**config.mk**
```make
export PLATFORM = sky130hd
export DESIGN_NAME = bmcr_regs
export DESIGN_NICKNAME = d
export VERILOG_FILES = /design/src/verilog/bmcr_pkg.sv /design/src/verilog/bmcr_byte_mapper.sv /design/src/verilog/bmcr_burst_limiter.sv /design/src/verilog/bmcr_regs.sv
export SDC_FILE = /design/constraint.sdc
export NUM_CORES = 1
export LEC_CHECK = 0
export ABC_AREA = 1
export BUFFER_PORTS_ARGS = -buffer_cell sky130_fd_sc_hd__buf_2
export CAP_MARGIN = 20
export CORE_MARGIN = 3
export CORE_UTILIZATION = 41
export CTS_CLUSTER_SIZE = 20
export DETAILED_ROUTE_END_ITERATION = 12
export GPL_TIMING_DRIVEN = 0
export PLACE_DENSITY = 0.8
export REMOVE_ABC_BUFFERS = 1
export SLEW_MARGIN = 25
export SYNTH_ARGS = -nofsm -noshare
export SYNTH_HDL_FRONTEND = slang
export SYNTH_SLANG_ARGS = --single-unit
export TNS_END_PERCENT = 100
```
**constraint.sdc**
```tcl
create_clock -name clk -period 1.5 [get_ports clk]
set_input_delay 0 -clock clk [delete_from_list [all_inputs] [get_ports clk]]
set_output_delay 0 -clock clk [all_outputs]
set_load 0.005 [all_outputs]
```
**src/verilog/bmcr_pkg.sv**
```systemverilog
// Package: register map, field layout and shared types of the bus and modem control registers
package bmcr_pkg;

  // ==========================================================================
  // Register address pointer
  // ==========================================================================
  localparam int unsigned   PTR_SEL_LSB     = 1;           // Select field sits in pointer bits 3..1
  localparam int unsigned   PTR_SEL_W       = 3;
  localparam logic [2:0]    SEL_BUS_MASTER  = 3'h4;        // Index of bus_master_config
  localparam logic [2:0]    SEL_MODEM_LINE  = 3'h5;        // Index of modem_line_control
  localparam logic [15:0]   PTR_RESET       = 16'h0000;
  localparam logic [15:0]   PTR_WRITE_MASK  = 16'h000e;    // Only the select field is stored

  // ==========================================================================
  // bus_master_config field positions
  // ==========================================================================
  localparam int unsigned   BMC_CTRL_ORDER  = 5;
  localparam int unsigned   BMC_BURST_LSB   = 3;
  localparam int unsigned   BMC_DATA_ORDER  = 2;
  localparam int unsigned   BMC_STROBE_POL  = 1;
  localparam int unsigned   BMC_PIN_FUNC    = 0;

  // ==========================================================================
  // modem_line_control field positions
  // ==========================================================================
  localparam int unsigned   MLC_HS_EN       = 4;
  localparam int unsigned   MLC_TERM_DIR    = 3;
  localparam int unsigned   MLC_SET_DIR     = 2;
  localparam int unsigned   MLC_TERM_VAL    = 1;
  localparam int unsigned   MLC_SET_VAL     = 0;

  // ==========================================================================
  // Burst field encodings and transfer limits
  // ==========================================================================
  localparam logic [1:0]    BURST_SHORT     = 2'b00;
  localparam logic [1:0]    BURST_UNLIMITED = 2'b01;
  localparam logic [1:0]    BURST_LONG      = 2'b10;
  localparam logic [4:0]    LIM_SHORT_BYTES = 5'h02;       // 2 bytes in 8-bit mode
  localparam logic [4:0]    LIM_SHORT_WORDS = 5'h01;       // 1 word in 16-bit mode
  localparam logic [4:0]    LIM_LONG_BYTES  = 5'h10;       // 16 bytes in 8-bit mode
  localparam logic [4:0]    LIM_LONG_WORDS  = 5'h08;       // 8 words in 16-bit mode

  // Frame spacing above which the send request drops between frames
  localparam logic [5:0]    SPACING_KEEP_MAX = 6'h02;

  // ==========================================================================
  // Types
  // ==========================================================================
  typedef struct packed {
    logic       ctrl_byte_order;
    logic [1:0] burst;
    logic       data_byte_order;
    logic       strobe_polarity_sel;
    logic       bus_pin_function_sel;
  } bmcr_bus_cfg_t;

  typedef struct packed {
    logic       send_handshake_enable;
    logic       term_ready_dir;
    logic       set_ready_dir;
    logic       term_ready_val;
    logic       set_ready_val;
  } bmcr_modem_cfg_t;

  localparam bmcr_bus_cfg_t   BUS_CFG_RESET   = '0;
  localparam bmcr_modem_cfg_t MODEM_CFG_RESET = '0;

endpackage

```
**src/verilog/bmcr_byte_mapper.sv**
```systemverilog
// Even/odd byte lane mapper for one DMA data direction
`timescale 1ns/1ps

module bmcr_byte_mapper (
  input  wire logic        order_low_even,
  input  wire logic        byte_xfer,
  input  wire logic        byte_addr0,
  input  wire logic [15:0] word_in,
  output logic      [15:0] word_out,
  output logic      [1:0]  lane_en
);

  // ==========================================================================
  // Lane steering
  // ==========================================================================
  // Input is in address order: [7:0] is the even byte, [15:8] the odd byte
  wire logic [15:0] swapped  = {word_in[7:0], word_in[15:8]};
  wire logic        hi_lane  = byte_addr0 ^ ~order_low_even;   // Lane that holds the addressed byte

  // Swap is its own inverse, so one mapper serves reads and writes alike
  assign word_out = order_low_even ? word_in : swapped;
  assign lane_en  = byte_xfer ? {hi_lane, ~hi_lane} : 2'b11;

endmodule

```
**src/verilog/bmcr_burst_limiter.sv**
```systemverilog
// Counts DMA transfers within one bus tenure and flags when the burst limit is met
`timescale 1ns/1ps

module bmcr_burst_limiter (
  input  wire logic       clk,
  input  wire logic       rst,
  input  wire logic [1:0] burst_sel,
  input  wire logic       mode_16bit,
  input  wire logic       bus_owned,
  input  wire logic       xfer_done,
  output logic            limit_reached
);

  logic [4:0] count_q;
  logic [4:0] count_d;

  // ==========================================================================
  // Limit decode
  // ==========================================================================
  // Unused code 11 is treated as the short burst, the safe choice for bus sharing
  wire logic       unlimited = (burst_sel == bmcr_pkg::BURST_UNLIMITED);
  wire logic [4:0] lim_long  = mode_16bit ? bmcr_pkg::LIM_LONG_WORDS : bmcr_pkg::LIM_LONG_BYTES;
  wire logic [4:0] lim_short = mode_16bit ? bmcr_pkg::LIM_SHORT_WORDS : bmcr_pkg::LIM_SHORT_BYTES;
  wire logic [4:0] limit     = (burst_sel == bmcr_pkg::BURST_LONG) ? lim_long : lim_short;

  // Count restarts each time the bus is given back
  assign count_d       = !bus_owned ? 5'h00 :
                         (xfer_done && !limit_reached) ? count_q + 5'h01 : count_q;
  assign limit_reached = !unlimited && (count_q >= limit);

  // Transfer counter
  always_ff @(posedge clk) begin
    if (rst) begin
      count_q <= 5'h00;
    end else begin
      count_q <= count_d;
    end
  end

endmodule

```
**src/verilog/bmcr_regs.sv**
```systemverilog
// Bus master configuration and modem line control registers with their pin logic
`timescale 1ns/1ps

// Notes on behaviour
// - Control order 1: bits 7..0 at even addresses, 0 swaps them.
// - Control order bit touches only init block, descriptor and status traffic.
// - Data order bit maps bytes the same way, only for data buffers.
// - Burst field caps transfers per bus tenure.
// - 00 is 2 bytes or 1 word, 10 is 16 bytes or 8 words, 01 unlimited.
// - Strobe bit 0 gives active high latch enable, 1 active low strobe.
// - Pin function bit swaps masks and hold for grant, byte select, request; bus_request_out here follows hold_req_act in both settings.
// - Reset clears control order, burst, strobe and pin function; all read/write.
// - Pointer select 5 reaches modem control; bits 15..5 reserved, written zero.
// - Handshake enable makes terminal pin send request, set pin clear input.
// - Send request low while data waits and throughout transmission.
// - After closing flag, request rises if no frame waits or spacing exceeds 2.
// - Clear-to-send high blocks transmit start and holds serial output high.
// - Terminal direction 0 makes pin input, 1 drives it from value bit.
// - Set direction 0 makes pin input, 1 drives it from value bit.
// - Terminal value bit reads pin when input, writable and driven when output.
// - Set value bit reads pin when input, writable and driven when output.
module bmcr_regs (
  input  wire logic        clk,
  input  wire logic        rst,
  // Host slave port
  input  wire logic        host_cs,
  input  wire logic        host_ptr_sel,
  input  wire logic        host_wr,
  input  wire logic        host_rd,
  input  wire logic [15:0] host_wdata,
  output logic      [15:0] host_rdata,
  // DMA datapath from the core
  input  wire logic        dma_is_data,
  input  wire logic        dma_byte_xfer,
  input  wire logic        dma_byte_addr0,
  input  wire logic        dma_mode_16bit,
  input  wire logic [15:0] dma_wr_word,
  output logic      [15:0] dma_rd_word,
  input  wire logic        dma_bus_owned,
  input  wire logic        dma_xfer_done,
  output logic             dma_burst_end,
  // DMA datapath to the memory bus
  output logic      [15:0] mem_wr_word,
  input  wire logic [15:0] mem_rd_word,
  // Bus control pins
  input  wire logic        addr_strobe_act,
  output logic             addr_strobe_out,
  output logic             addr_strobe_oe,
  output logic             low_byte_mask_out,
  output logic             low_byte_mask_oe,
  input  wire logic        high_byte_mask_in,
  output logic             high_byte_mask_out,
  output logic             high_byte_mask_oe,
  input  wire logic        hold_req_act,
  output logic             bus_request_out,
  output logic             bus_grant_in_seen,
  // Transmit side of the serial core
  input  wire logic        tx_frame_pending,
  input  wire logic        tx_active,
  input  wire logic        tx_closing_flag_done,
  input  wire logic        tx_more_frames,
  input  wire logic [5:0]  tx_min_spacing,
  input  wire logic        tx_core_bit,
  output logic             tx_start_allow,
  output logic             tx_serial_out,
  // Modem pins
  input  wire logic        term_ready_in,
  output logic             term_ready_out,
  output logic             term_ready_oe,
  input  wire logic        set_ready_in,
  output logic             set_ready_out,
  output logic             set_ready_oe
);

  // ==========================================================================
  // State
  // ==========================================================================
  typedef enum logic [1:0] {
    SEND_IDLE = 2'b01,                                   // Send request released (pin high)
    SEND_REQ  = 2'b10                                    // Send request asserted (pin low)
  } bmcr_send_state_t;

  logic [15:0]               ptr_q;
  logic [15:0]               ptr_d;
  bmcr_pkg::bmcr_bus_cfg_t   bus_cfg_q;
  bmcr_pkg::bmcr_bus_cfg_t   bus_cfg_d;
  bmcr_pkg::bmcr_modem_cfg_t modem_cfg_q;
  bmcr_pkg::bmcr_modem_cfg_t modem_cfg_d;
  bmcr_send_state_t          send_q;
  bmcr_send_state_t          send_d;
  logic [15:0]               rdata_q;
  logic [15:0]               rdata_d;
  logic [15:0]               mem_wr_q;
  logic [15:0]               dma_rd_q;
  logic                      tx_out_q;
  logic                      tx_out_d;

  // ==========================================================================
  // Host access decode
  // ==========================================================================
  wire logic [2:0]  sel       = ptr_q[bmcr_pkg::PTR_SEL_LSB +: bmcr_pkg::PTR_SEL_W];
  wire logic        ptr_wr    = host_cs && host_wr && host_ptr_sel;
  wire logic        data_wr   = host_cs && host_wr && !host_ptr_sel;
  wire logic        data_rd   = host_cs && host_rd && !host_ptr_sel;
  wire logic        ptr_rd    = host_cs && host_rd && host_ptr_sel;
  wire logic        bus_wr    = data_wr && (sel == bmcr_pkg::SEL_BUS_MASTER);
  wire logic        modem_wr  = data_wr && (sel == bmcr_pkg::SEL_MODEM_LINE);

  // Pointer keeps only its select field; other bits belong to registers outside this block
  assign ptr_d = ptr_wr ? (host_wdata & bmcr_pkg::PTR_WRITE_MASK) : ptr_q;

  // ==========================================================================
  // bus_master_config
  // ==========================================================================
  // Every field is plain read/write; reserved bits are dropped on write
  always_comb begin
    bus_cfg_d = bus_cfg_q;
    if (bus_wr) begin
      bus_cfg_d.ctrl_byte_order      = host_wdata[bmcr_pkg::BMC_CTRL_ORDER];
      bus_cfg_d.burst                = host_wdata[bmcr_pkg::BMC_BURST_LSB +: 2];
      bus_cfg_d.data_byte_order      = host_wdata[bmcr_pkg::BMC_DATA_ORDER];
      bus_cfg_d.strobe_polarity_sel  = host_wdata[bmcr_pkg::BMC_STROBE_POL];
      bus_cfg_d.bus_pin_function_sel = host_wdata[bmcr_pkg::BMC_PIN_FUNC];
    end
  end

  wire logic [15:0] bus_rd_word = {10'h000,
                                   bus_cfg_q.ctrl_byte_order,
                                   bus_cfg_q.burst,
                                   bus_cfg_q.data_byte_order,
                                   bus_cfg_q.strobe_polarity_sel,
                                   bus_cfg_q.bus_pin_function_sel};

  // ==========================================================================
  // modem_line_control
  // ==========================================================================
  // Handshake mode overrides both directions: terminal pin drives, set pin listens
  wire logic hs_en     = modem_cfg_q.send_handshake_enable;
  wire logic term_out  = hs_en || modem_cfg_q.term_ready_dir;
  wire logic set_out   = !hs_en && modem_cfg_q.set_ready_dir;

  // Value bits only take writes that also set their direction bit to output
  always_comb begin
    modem_cfg_d = modem_cfg_q;
    if (modem_wr) begin
      modem_cfg_d.send_handshake_enable = host_wdata[bmcr_pkg::MLC_HS_EN];
      modem_cfg_d.term_ready_dir        = host_wdata[bmcr_pkg::MLC_TERM_DIR];
      modem_cfg_d.set_ready_dir         = host_wdata[bmcr_pkg::MLC_SET_DIR];
      if (host_wdata[bmcr_pkg::MLC_TERM_DIR]) begin
        modem_cfg_d.term_ready_val = host_wdata[bmcr_pkg::MLC_TERM_VAL];
      end
      if (host_wdata[bmcr_pkg::MLC_SET_DIR]) begin
        modem_cfg_d.set_ready_val = host_wdata[bmcr_pkg::MLC_SET_VAL];
      end
    end
  end

  // Input direction returns the live pin level instead of the stored bit
  wire logic term_rd_val = modem_cfg_q.term_ready_dir ? modem_cfg_q.term_ready_val : term_ready_in;
  wire logic set_rd_val  = modem_cfg_q.set_ready_dir ? modem_cfg_q.set_ready_val : set_ready_in;

  wire logic [15:0] modem_rd_word = {11'h000,
                                     modem_cfg_q.send_handshake_enable,
                                     modem_cfg_q.term_ready_dir,
                                     modem_cfg_q.set_ready_dir,
                                     term_rd_val,
                                     set_rd_val};

  // ==========================================================================
  // Read data mux
  // ==========================================================================
  // Selections served elsewhere in the chip read as zero here
  assign rdata_d = ptr_rd ? ptr_q :
                   !data_rd ? rdata_q :
                   (sel == bmcr_pkg::SEL_BUS_MASTER) ? bus_rd_word :
                   (sel == bmcr_pkg::SEL_MODEM_LINE) ? modem_rd_word : 16'h0000;
  assign host_rdata = rdata_q;

  // ==========================================================================
  // DMA byte ordering
  // ==========================================================================
  // Data buffers follow the data order bit, everything else the control bit
  wire logic       order_sel = dma_is_data ? bus_cfg_q.data_byte_order
                                           : bus_cfg_q.ctrl_byte_order;
  wire logic [15:0] wr_mapped;
  wire logic [15:0] rd_mapped;
  wire logic [1:0]  lane_en;

  bmcr_byte_mapper u_wr_map (
    .order_low_even (order_sel),
    .byte_xfer      (dma_byte_xfer),
    .byte_addr0     (dma_byte_addr0),
    .word_in        (dma_wr_word),
    .word_out       (wr_mapped),
    .lane_en        (lane_en)
  );

  bmcr_byte_mapper u_rd_map (
    .order_low_even (order_sel),
    .byte_xfer      (dma_byte_xfer),
    .byte_addr0     (dma_byte_addr0),
    .word_in        (mem_rd_word),
    .word_out       (rd_mapped),
    .lane_en        ()
  );

  assign mem_wr_word = mem_wr_q;
  assign dma_rd_word = dma_rd_q;

  // ==========================================================================
  // Burst limit
  // ==========================================================================
  bmcr_burst_limiter u_burst (
    .clk           (clk),
    .rst           (rst),
    .burst_sel     (bus_cfg_q.burst),
    .mode_16bit    (dma_mode_16bit),
    .bus_owned     (dma_bus_owned),
    .xfer_done     (dma_xfer_done),
    .limit_reached (dma_burst_end)
  );

  // ==========================================================================
  // Bus control pins
  // ==========================================================================
  // Strobe pins float unless this device masters the bus
  assign addr_strobe_out = bus_cfg_q.strobe_polarity_sel ? !addr_strobe_act : addr_strobe_act;
  assign addr_strobe_oe  = dma_bus_owned;

  // Masks are active high on the pins: a set bit blocks that lane
  wire logic pin_alt = bus_cfg_q.bus_pin_function_sel;
  assign low_byte_mask_out  = pin_alt ? dma_byte_xfer : !lane_en[0];
  assign low_byte_mask_oe   = dma_bus_owned;
  assign high_byte_mask_out = pin_alt ? 1'b0 : !lane_en[1];
  assign high_byte_mask_oe  = dma_bus_owned && !pin_alt;
  assign bus_grant_in_seen  = pin_alt && high_byte_mask_in;
  assign bus_request_out    = hold_req_act;

  // ==========================================================================
  // Send request sequencing
  // ==========================================================================
  wire logic spacing_wide = (tx_min_spacing > bmcr_pkg::SPACING_KEEP_MAX);
  wire logic release_req  = tx_closing_flag_done && (!tx_more_frames || spacing_wide);
  wire logic cts_high     = hs_en && set_ready_in;

  // A release with another frame already queued re-arms on the next cycle
  always_comb begin
    send_d = send_q;
    unique case (send_q)
      SEND_IDLE: begin
        if (hs_en && (tx_frame_pending || tx_active)) begin
          send_d = SEND_REQ;
        end
      end
      SEND_REQ: begin
        if (!hs_en || (release_req && !tx_active)) begin
          send_d = SEND_IDLE;
        end
      end
    endcase
  end

  // Pin is low-true: low while a request stands
  wire logic send_req_pin = (send_q == SEND_REQ) ? 1'b0 : 1'b1;

  assign tx_start_allow = !hs_en || ((send_q == SEND_REQ) && !set_ready_in);

  // Idle line is marking; clear-to-send high forces ones regardless of core state
  assign tx_out_d      = cts_high ? 1'b1 : tx_core_bit;
  assign tx_serial_out = tx_out_q;

  // ==========================================================================
  // Modem pin drive
  // ==========================================================================
  assign term_ready_out = hs_en ? send_req_pin : modem_cfg_q.term_ready_val;
  assign term_ready_oe  = term_out;
  assign set_ready_out  = modem_cfg_q.set_ready_val;
  assign set_ready_oe   = set_out;

  // ==========================================================================
  // Registers
  // ==========================================================================
  // Configuration and pointer
  always_ff @(posedge clk) begin
    if (rst) begin
      ptr_q       <= bmcr_pkg::PTR_RESET;
      bus_cfg_q   <= bmcr_pkg::BUS_CFG_RESET;
      modem_cfg_q <= bmcr_pkg::MODEM_CFG_RESET;
    end else begin
      ptr_q       <= ptr_d;
      bus_cfg_q   <= bus_cfg_d;
      modem_cfg_q <= modem_cfg_d;
    end
  end

  // Sequencer and host read data
  always_ff @(posedge clk) begin
    if (rst) begin
      send_q  <= SEND_IDLE;
      rdata_q <= 16'h0000;
    end else begin
      send_q  <= send_d;
      rdata_q <= rdata_d;
    end
  end

  // Datapath flops: one cycle of latency on both DMA directions and the serial bit
  always_ff @(posedge clk) begin
    if (rst) begin
      mem_wr_q <= 16'h0000;
      dma_rd_q <= 16'h0000;
      tx_out_q <= 1'b1;
    end else begin
      mem_wr_q <= wr_mapped;
      dma_rd_q <= rd_mapped;
      tx_out_q <= tx_out_d;
    end
  end

endmodule

```
==> results of run 1 <==
-- final cells by class --
class                   instances  area [sq um]
well taps                      75         93.84
flip-flops and latches         60          1206
clock buffers                  11         151.4
fillers                       462          2066
inverters                      64         242.7
repair buffers                165          1086
clock inverters                 4         72.57
multi-input cells             218          1212
-- repair_timing --
| action | CTS | global route |
|---|---|---|
| pin swaps | 7 | 7 |
| gates cloned | 1 | 0 |
| setup buffers | 4 | 0 |
| endpoints found under the setup margin | 8 | 6 |
| hold buffers | 44 | 0 |
| gates resized for setup | 12 | 13 |
| endpoints found under the hold margin | 50 | 0 |
-- stage by stage --
step | std cells | TNS (ns) | instance area (sq um) | hold WS (ns) | util
2_1_floorplan | 341 | -10.81 | 2569 | 0 | -
3_3_place_gp | 532 | -23.55 | 3243 | 0.00003458 | 0.5290
3_5_place_dp | 533 | -0.6207 | 3278 | 0.00003458 | 0.5347
4_1_cts | 597 | -0.7429 | 4028 | 0.00003458 | 0.6569
5_1_grt | 597 | -1.468 | 4065 | 0.00003378 | 0.6631
6_report | 597 | -0.8946 | 4065 | 0.00001102 | 0.6631
-- cells in the mapped netlist (2+ instances only) --
library cell               instances  area share
sky130_fd_sc_hd__inv_1            62       0.087
sky130_fd_sc_hd__dfxtp_1          60        0.45
sky130_fd_sc_hd__a21oi_1          57        0.11
sky130_fd_sc_hd__o21ai_0          43       0.080
sky130_fd_sc_hd__nand2_1          36       0.050
sky130_fd_sc_hd__nor2_1           17       0.024
sky130_fd_sc_hd__buf_4            15       0.042
sky130_fd_sc_hd__nand3_1          14       0.026
sky130_fd_sc_hd__clkbuf_1          7      0.0098
sky130_fd_sc_hd__o21ai_1           7       0.013
sky130_fd_sc_hd__ha_1              5       0.023
sky130_fd_sc_hd__buf_2             3      0.0056
sky130_fd_sc_hd__nand2_2           3      0.0070
sky130_fd_sc_hd__o22ai_1           3      0.0070
sky130_fd_sc_hd__a22oi_1           2      0.0056
sky130_fd_sc_hd__inv_2             2      0.0028
sky130_fd_sc_hd__nand2_4           2      0.0084
sky130_fd_sc_hd__nand3b_1          2      0.0056
sky130_fd_sc_hd__nor2_2            2      0.0047
sky130_fd_sc_hd__nor2_4            2      0.0084
sky130_fd_sc_hd__xnor2_1           2      0.0065
sky130_fd_sc_hd__xor2_1            2      0.0065
-- placed cells by master (no fill, tap or decap), types with 3 or more instances in the layout --
master                            n
sky130_fd_sc_hd__nor2_1          14
sky130_fd_sc_hd__a21oi_2          4
sky130_fd_sc_hd__nand3_2          3
sky130_fd_sc_hd__nand3_1         12
sky130_fd_sc_hd__ha_1             3
sky130_fd_sc_hd__nand2_2          6
sky130_fd_sc_hd__clkbuf_8        11
sky130_fd_sc_hd__o22ai_1          3
sky130_fd_sc_hd__dfxtp_1         58
sky130_fd_sc_hd__conb_1          10
sky130_fd_sc_hd__inv_1           58
sky130_fd_sc_hd__o21ai_1          7
sky130_fd_sc_hd__inv_2            5
sky130_fd_sc_hd__buf_2          116
sky130_fd_sc_hd__o21ai_0         42
sky130_fd_sc_hd__nand2_1         33
sky130_fd_sc_hd__dlygate4sd3_1   44
sky130_fd_sc_hd__a21oi_1         53
sky130_fd_sc_hd__nor2_2           5
-- kinds of logic (layout without fill, tap and decap cells) --
logic type | after synthesis | in the layout | synth area share
adders and majority gates | 5 | 5 | 0.02327
DFF | 60 | 60 | 0.4467
buffers and inverters | 89 | 244 | 0.1466
other | 1 | 10 | 0.001395
and+or+nand+nor | 81 | 81 | 0.1424
xor gates and xnor gates | 4 | 4 | 0.01303
AOI/OAI and AO/OA | 117 | 118 | 0.2266
-- report_power, final --
group / internal, mW / switching (mW)
clock: 1.01 / 0.641
combinational: 0.279 / 0.293
sequential: 1.67 / 0.0301
-- sequential cells by signal, summed over array words and instances (netlist names) --
signal and cells:
bus_cfg_q 5, dma_rd_word 16, host_rdata 6, hs_en 1
mem_wr_word 16, modem_cfg_q 3, pin_alt 1, ptr_q 3
send_q 2, set_ready_out 1, tx_serial_out 1, u_burst.count_q 5
-- worst max path at each step --
stage / start / to / slack (ns) / cells after the start
4_1_cts: bus_cfg_q[3] / dma_burst_end / -0.15 / 10
3_3_place_gp: bus_cfg_q[5] / low_byte_mask_out / -0.76 / 6
5_1_grt: bus_cfg_q[4] / dma_burst_end / -0.26 / 10
6_report: bus_cfg_q[4] / dma_burst_end / -0.17 / 10
3_5_place_dp: bus_cfg_q[3] / u_burst.count_q[2] / -0.07 / 11
2_1_floorplan: bus_cfg_q[5] / high_byte_mask_out / -0.33 / 4
-- layer usage --
metal / GRT usage / part of all wire
met1: 0.2701 / 0.40
met2: 0.3913 / 0.49
met3: 0.09082 / 0.097
met4: 0.08640 / 0.017
met5: 0 / 0
-- critical path, delay by kind of cell (launching register included) --
kind / cells / cell delay (ns)
fa+ha+maj: 1 / 0.28
compound gates: 1 / 0.07
flops: 1 / 0.35
simple gates: 4 / 0.39
buf+inv: 4 / 0.26
==> impl_metrics.toml, run 1 <==
[worst_setup_path]
crit_path_start_kind = "flip-flop"
crit_chain = "inv_2, o21ai_2, ha_1, inv_1, nor2_1, nand3b_1, nand2_2, nand2_4, inv_2, buf_2"
worst_r2r_path_depth = 12
worstSetupEndpointType = "primary output"
worstPathMaxFanout = 4
path_class = "reg -> out"
crit-reg2reg-launch = "bus_cfg_q[4]"
reg2reg_slack_ns = -0.15
critical-path-top-cell-by-count = "sky130_fd_sc_hd__inv_2"
cp_data_required_time_ns = 1.50
regToRegEndpoint = "u_burst.count_q[2]"
critPathArrivalTime_ns = 1.67
slowest_delay_ns = 0.35
critical_path.slowest_cell = "sky130_fd_sc_hd__dfxtp_2"

[clock_tree]
cts_tree = "built"
clkSlewWorstSetupHoldPaths_ns = 0.06
cts_num_sinks = 60
numCtsBuffers = 9
clock_path_buffers = 2
worstSkewPairLatency_ns = 0.34
cts-root-buf = "sky130_fd_sc_hd__clkbuf_8"
maximum_level_of_the_cts_h_tree = 3

[die]
core-area_sq_um = 6131
area_of_the_die_sq_um = 7566
fp.dieW_um = 86.98
die_h_um = 86.98
floorplan.initialDensity = 0.4386
ioPinCount = 139
placement_rows = 28

[sta]
final_min_period_over_clock_period = 1.113
setup_repair_after_global_routing_missed_its_margin = "true"
worst_slew_margin_relative_to_its_limit = 0.5751
final_hold_viol_count = 0
timing.final.setup_violations = 6
timing_worst_slew_pin_value_ns = 0.6364
fmaxAchievable_mhz = 598.8
finalClockSkew_ns = 0.01129
period_needed_ns = 1.670
setup_ws_ns = -0.1701
maxSlewViolCount = 0

[grt]
grt_usage = 0.2342
grt_first_pass_wirelength_mm = 13.80
grt_remaining_overflow = 0
vias_in_the_first_global_route = 3029
grt_max_degree = 47
grt_antenna_before_repair = 0

[yosys]
synth-seq-cells = 60
synthesis.instances = 357
synthFlopType = "sky130_fd_sc_hd__dfxtp_1"
sequential_element_share_of_the_synthesized_area = 0.4467
mappedNetlistArea_sq_um = 2689
post_synth_edffs = 0
asyncSetResetFlopFracSynth = 0
synth_area_per_cell_sq_um = 7.532
synthesis.yosys.warnings = 0
synthDistinctLibCells = 31

[cells_and_area]
area_growth_pct = 51.19
antenna_cells_inserted = 0
nNetsFinal = 599
layout-drive-gt1-share = 0.3276

[hold_path]
min-delay-path-class = "in -> out"
whs_endpoint = "bus_request_out"
timing.hold.worst_path_depth = 0
startpoint_of_the_lowest_slack_hold_path = "hold_req_act"

[route]
postRouteAntennaNets = 0
drt_drc_violations_left = 0
dr.first_iter.drc_count = 138
routed_wirelength_mm = 8.625
detail_route.vias_per_cell = 4.992
wl_per_cell_um = 14.45
drt_first_pass_iters = 4
vias = 2980

[run]
max-cap-violations = 0

[run_status]
outcome = "complete, but fails checks"
violations = "setup timing"

[placement]
final_replace_weighted_congestion = 0.7783
place_hpwl_mm = 5.140
port_buffer_count = 116
preCtsSetupSlack_ns = -0.06631

[power_and_ir_drop]
power_density_nw_per_um2 = 966.8
leakagePower_nw = 1.987
worst_supply_voltage_drop_on_vdd_uv = 747.3
totalPowerFinal_mw = 3.930
Power figures use the tool's default switching activity.
==> run 2: changes to the inputs <==
Settings changed: BUFFER_PORTS_ARGS -buffer_cell sky130_fd_sc_hd__buf_2 to unset, CORE_UTILIZATION 41 to 60, DONT_BUFFER_PORTS set to 1.
Clock period 1.5 ns to 1.8 ns, I/O delays scaled along.
==> run 2 against run 1 <==
- the run now ends clean
- clock-buffer cell count decreased by 1
- clock skew decreased by 0.0065 ns
- critical path depth decreased by 6
- non-clock buffer count decreased by 113
- sequential share of layout area increased by 5.9 points
- die area decreased by 30%
- combinational power decreased by 44%
==> impl_metrics.toml, run 2 (synthesis gave the netlist of run 1 again) <==
[worst_setup_path]
regToRegEndpoint = "host_rdata[4]"
crit_chain = "o21ai_4, or2_1, nand3_1, nor2_1"
critPathArrivalTime_ns = 1.65
worstSetupEndpoint = "high_byte_mask_out"
worst_r2r_path_depth = 5
critical_path.slowest_cell = "sky130_fd_sc_hd__o21ai_4"
worstSetupPathDepth = 4
worstPathMaxFanout = 30
cp_data_required_time_ns = 1.80
crit-reg2reg-launch = "ptr_q[1]"
worstSetupEndpointType = "primary output"
crit_path_start_kind = "flip-flop"
crit_path_start = "bus_cfg_q[5]"
critPathTopFamily = "compound AO/OA/AOI/OAI gates"
slowest_delay_ns = 0.57
path_class = "reg -> out"
critPathBufInv = 0
reg2reg_slack_ns = 0.16

[sta]
setup_ws_ns = 0.1459
period_needed_ns = 1.654
final_min_period_over_clock_period = 0.9189
timing_worst_slew_pin_value_ns = 0.7048
final_hold_viol_count = 0
finalClockSkew_ns = 0.004795
setup_repair_after_global_routing_missed_its_margin = "false"
maxSlewViolCount = 0
timing.final.setup_violations = 0
fmaxAchievable_mhz = 604.6
worst_slew_margin_relative_to_its_limit = 0.5284

[clock_tree]
cts_setup_buffers = 0
cts_num_sinks = 60
cts_tree = "built"
clock_path_buffers = 2
numCtsBuffers = 9
cts-root-buf = "sky130_fd_sc_hd__clkbuf_8"
clkSlewWorstSetupHoldPaths_ns = 0.07
worstSkewPairLatency_ns = 0.32
maximum_level_of_the_cts_h_tree = 3

[route]
drt_first_pass_iters = 4
routed_wirelength_mm = 7.353
vias = 2516
detail_route.vias_per_cell = 5.493
dr.first_iter.drc_count = 266
postRouteAntennaNets = 0
drt_drc_violations_left = 0
wl_per_cell_um = 16.05

[placement]
final_replace_weighted_congestion = 0.8022
port_buffer_count = 0
preCtsSetupSlack_ns = 0.2393
placed_cells_incl_taps = 392
place_hpwl_mm = 4.190

[grt]
grt_first_pass_wirelength_mm = 11.82
grt_remaining_overflow = 0
met1_usage = 0.3328
grt_most_used_layer = "met2"
global_route.usage.met2 = 0.4790
grt_antenna_before_repair = 0
groute.layer.met3.usage = 0.1006
grt_max_degree = 47
vias_in_the_first_global_route = 2561
grt_usage = 0.2899

[power_and_ir_drop]
power_density_nw_per_um2 = 897.4
leakagePower_nw = 1.485
totalPowerFinal_mw = 3.036
worst_supply_voltage_drop_on_vdd_uv = 663.4

[run]
max-cap-violations = 0

[hold_path]
timing.hold.worst_path_depth = 0
min-delay-path-class = "in -> out"

[cells_and_area]
nNetsFinal = 485
antenna_cells_inserted = 0
area_taken_by_multi_input_logic_gates_sq_um = 1135
finish.cell_count_without_fillers = 458
filler_cell_count = 267
final_cell_mix = "59 x sky130_fd_sc_hd__inv_1, 59 x sky130_fd_sc_hd__dfxtp_1, 57 x sky130_fd_sc_hd__a21oi_1"
area_growth_pct = 25.83
ff_latch_area_sq_um = 1202
layout-drive-gt1-share = 0.07843

[die]
core-area_sq_um = 4173
die_h_um = 72.95
placement_rows = 23
fp.dieW_um = 72.95
area_of_the_die_sq_um = 5321
floorplan.initialDensity = 0.6444
ioPinCount = 139

[run_status]
outcome = "finished, final reports clean"
-- run 2: cell count changes in the layout (fill, tap and decap cells not counted), moves of 3 or more --
cell                            change
sky130_fd_sc_hd__buf_2            -116
sky130_fd_sc_hd__dlygate4sd3_1      +7
sky130_fd_sc_hd__a21oi_1            +4
sky130_fd_sc_hd__a21oi_2            -4
sky130_fd_sc_hd__nand2_1            +3
sky130_fd_sc_hd__nand2_2            -3
sky130_fd_sc_hd__nor2_1             +3
sky130_fd_sc_hd__nor2_2             -3
-- run 2: power by group --
group | switching (mW) | internal, mW
Combinational | 0.177 | 0.143
Clock | 0.509 | 0.767
Sequential | 0.0429 | 1.40
-- run 2: how the worst min path moves through the flow --
| stage | start | end |
|---|---|---|
| 5_1_grt | hold_req_act | bus_request_out |
| 6_report | hold_req_act | bus_request_out |
| 3_3_place_gp | hold_req_act | bus_request_out |
| 3_5_place_dp | hold_req_act | bus_request_out |
| 4_1_cts | hold_req_act | bus_request_out |
| 2_1_floorplan | dma_bus_owned | addr_strobe_oe |
-- run 2: per-layer routing --
layer,vias to the layer above,wire (um)
met4,0,150
met1,1147,2872
li1,1229,-
met2,124,3642
met3,16,689
met5,-,0
-- run 2: final cells by class --
type                            instances  share of cell area
Timing Repair Buffer                   52              0.1590
Multi-Input combinational cell        217              0.3354
Clock inverter                          5             0.02293
Clock buffer                           10             0.03772
Sequential cell                        60              0.3554
Inverter                               64             0.07101
Tap cell                               50             0.01849
-- run 2: through the flow --
stage                     cell area (sq um)  utilization  hold slack, ns  setup TNS, ns
final                                  3383       0.8108      0.00001102              0
after global routing                   3383       0.8108      0.00003378              0
after CTS                              3382       0.8105      0.00003458              0
after detailed placement               2666       0.6390      0.00003458              0
after global placement                 2631       0.6306      0.00003458         -12.45
after floorplan                        2569            -               0        -0.6112
-- run 2: what timing repair did --
action                     4_1_cts  5_1_grt
hold endpoints to repair        60        0
setup endpoints to repair        0        3
gates resized for setup          0        3
hold buffers                    51        0
==> run 3: changes to the inputs <==
--- a/config.mk
+++ b/config.mk
@@ -9,10 +9,10 @@
 export CAP_MARGIN = 20
 export CORE_MARGIN = 3
-export CORE_UTILIZATION = 60
+export CORE_UTILIZATION = 56
 export CTS_CLUSTER_SIZE = 20
 export DETAILED_ROUTE_END_ITERATION = 12
 export DONT_BUFFER_PORTS = 1
 export GPL_TIMING_DRIVEN = 0
-export PLACE_DENSITY = 0.8
+export PLACE_DENSITY = 0.78
 export REMOVE_ABC_BUFFERS = 1
 export SLEW_MARGIN = 25
==> constraint.sdc (replaced) <==
create_clock -name clk -period 1.4 [get_ports clk]
set_input_delay 0.21 -clock clk [delete_from_list [all_inputs] [get_ports clk]]
set_output_delay 0.21 -clock clk [all_outputs]
set_load 0.005 [all_outputs]
==> run 3 against run 2 <==
- the flow now finishes with violations (setup timing)
- non-clock buffer count shrank 9
- first-iteration DRC count decreased by 43%
- register-to-register slack worse by 0.40 ns
- critical endpoint is now dma_burst_end
- highest routed layer unchanged
==> impl_metrics.toml, run 3 (synthesis gave the netlist of run 1 again) <==
[sta]
finalHoldWorstSlack_ns = 0.01118
timing.final.setup_violations = 8
worst_slew_margin_relative_to_its_limit = 0.5764
setup_total_neg_slack_ns = -1.936
maxSlewViolCount = 0
finalClockSkew_ns = 0.005769
final_hold_viol_count = 0
fmaxAchievable_mhz = 570.2
timing_worst_slew_pin_value_ns = 0.6345
setup_repair_after_global_routing_missed_its_margin = "true"
final_min_period_over_clock_period = 1.253
period_needed_ns = 1.754
setup_ws_ns = -0.3536

[grt]
grt_usage = 0.2677
grt_max_degree = 47
vias_in_the_first_global_route = 2455
grt_antenna_before_repair = 0
grt_remaining_overflow = 0
grt_first_pass_wirelength_mm = 11.39

[run_status]
outcome = "complete, but fails checks"
violations = "setup timing"

[route]
wl_per_cell_um = 16.87
detail_route.vias_per_cell = 5.602
drt_drc_violations_left = 0
routed_wirelength_mm = 7.624
postRouteAntennaNets = 0
drt_first_pass_iters = 5
dr.first_iter.drc_count = 152
vias = 2532

[cells_and_area]
nNetsFinal = 476
antenna_cells_inserted = 0
finish.cell_count_without_fillers = 452
area_growth_pct = 28.90
layout-drive-gt1-share = 0.1575
final_cell_mix = "56 x sky130_fd_sc_hd__inv_1, 56 x sky130_fd_sc_hd__dfxtp_1, 55 x sky130_fd_sc_hd__a21oi_1"
final_area_sq_um = 3466

[die]
floorplan.initialDensity = 0.5969
placement_rows = 24
area_of_the_die_sq_um = 5669
fp.dieW_um = 75.29
ioPinCount = 139
die_h_um = 75.29
core-area_sq_um = 4504

[placement]
dpl-instance-area_sq_um = 2684
port_buffer_count = 0
place_hpwl_mm = 4.539
final_replace_weighted_congestion = 0.8034
placed_cells_incl_taps = 395

[clock_tree]
cts_tree = "built"
numCtsBuffers = 9
clkSlewWorstSetupHoldPaths_ns = 0.07
worstSkewPairLatency_ns = 0.33
cts_num_sinks = 60
maximum_level_of_the_cts_h_tree = 3
cts-root-buf = "sky130_fd_sc_hd__clkbuf_8"
clock_path_buffers = 2

[power_and_ir_drop]
leakagePower_nw = 1.512
power_density_nw_per_um2 = 1186
totalPowerFinal_mw = 4.109
worst_supply_voltage_drop_on_vdd_uv = 700.2

[worst_setup_path]
critPathTopFamily = "simple AND/OR/NAND/NOR gates"
critical_path.slowest_cell = "sky130_fd_sc_hd__dfxtp_4"
critPathBufInv = 2
critical-path-top-cell-by-count = "sky130_fd_sc_hd__nand2_2"
worstSetupEndpointType = "primary output"
critPathArrivalTime_ns = 1.54
slowest_delay_ns = 0.36
worstPathMaxFanout = 4
path_class = "reg -> out"
crit_path_start_kind = "flip-flop"
reg2reg_slack_ns = -0.24
cp_data_required_time_ns = 1.19
crit_chain = "inv_6, nand3_4, ha_4, nand2_2, nand3b_1, nand2_2, nand2_4, inv_2"

[hold_path]
min-delay-path-class = "in -> reg"

[run]
max-cap-violations = 0
-- run 3: cell types whose count changed in the layout (fill, tap and decap cells not counted), sizes merged --
cell | before | now
clkinvlp | 1 | 0
dlygate4sd3 | 51 | 32
clkbuf | 10 | 13
bufbuf | 0 | 1
buf | 1 | 8
bufinv | 2 | 3
-- run 3: layout make-up --
cell class              instances  area (sq um)
fillers                       299          1039
well taps                      52         65.06
flip-flops and latches         60          1211
clock buffers                  11         131.4
inverters                      64         247.7
multi-input cells             217          1219
repair buffers                 43         491.7
clock inverters                 5         100.1
-- run 3: what timing repair did --
item | CTS | global route
hold endpoints to repair | 38 | 0
hold buffers | 32 | 0
resized for setup | 18 | 21
gates cloned | 1 | 1
endpoints found under the setup margin | 10 | 20
pin swaps | 9 | 8
buffers inserted | 6 | 1
-- run 3: power by group --
group / total [mW] / internal [mW] / leakage [nW] / switching [mW]
registers: 1.85 / 1.79 / 0.497 / 0.0560
logic: 0.409 / 0.194 / 0.898 / 0.215
clock network: 1.85 / 1.18 / 0.117 / 0.674
-- run 3: metrics by stage --
stage,worst slack [ns],utilization
floorplan,-0.6402,-
global placement,-0.9922,0.5847
detailed placement,-0.1901,0.5958
CTS,-0.3578,0.7472
global route,-0.4455,0.7694
finish,-0.3536,0.7694
-- run 3: final timing paths --
check,startpoint,depth (start not counted),to
worst max-delay path,bus_cfg_q[3],8,dma_burst_end
worst min-delay path,mem_rd_word[4],2,dma_rd_word[12]
worst max register to register,bus_cfg_q[3],11,u_burst.count_q[1]
worst min register to register,modem_cfg_q[2],2,modem_cfg_q[2]
-- run 3: metal layers --
metal,vias to the layer above,routed length (um),GRT usage
li1,1213,-,-
met5,-,0,0
met3,19,781,0.1319
met4,0,189,0.1243
met2,141,3738,0.4324
met1,1159,2915,0.2957
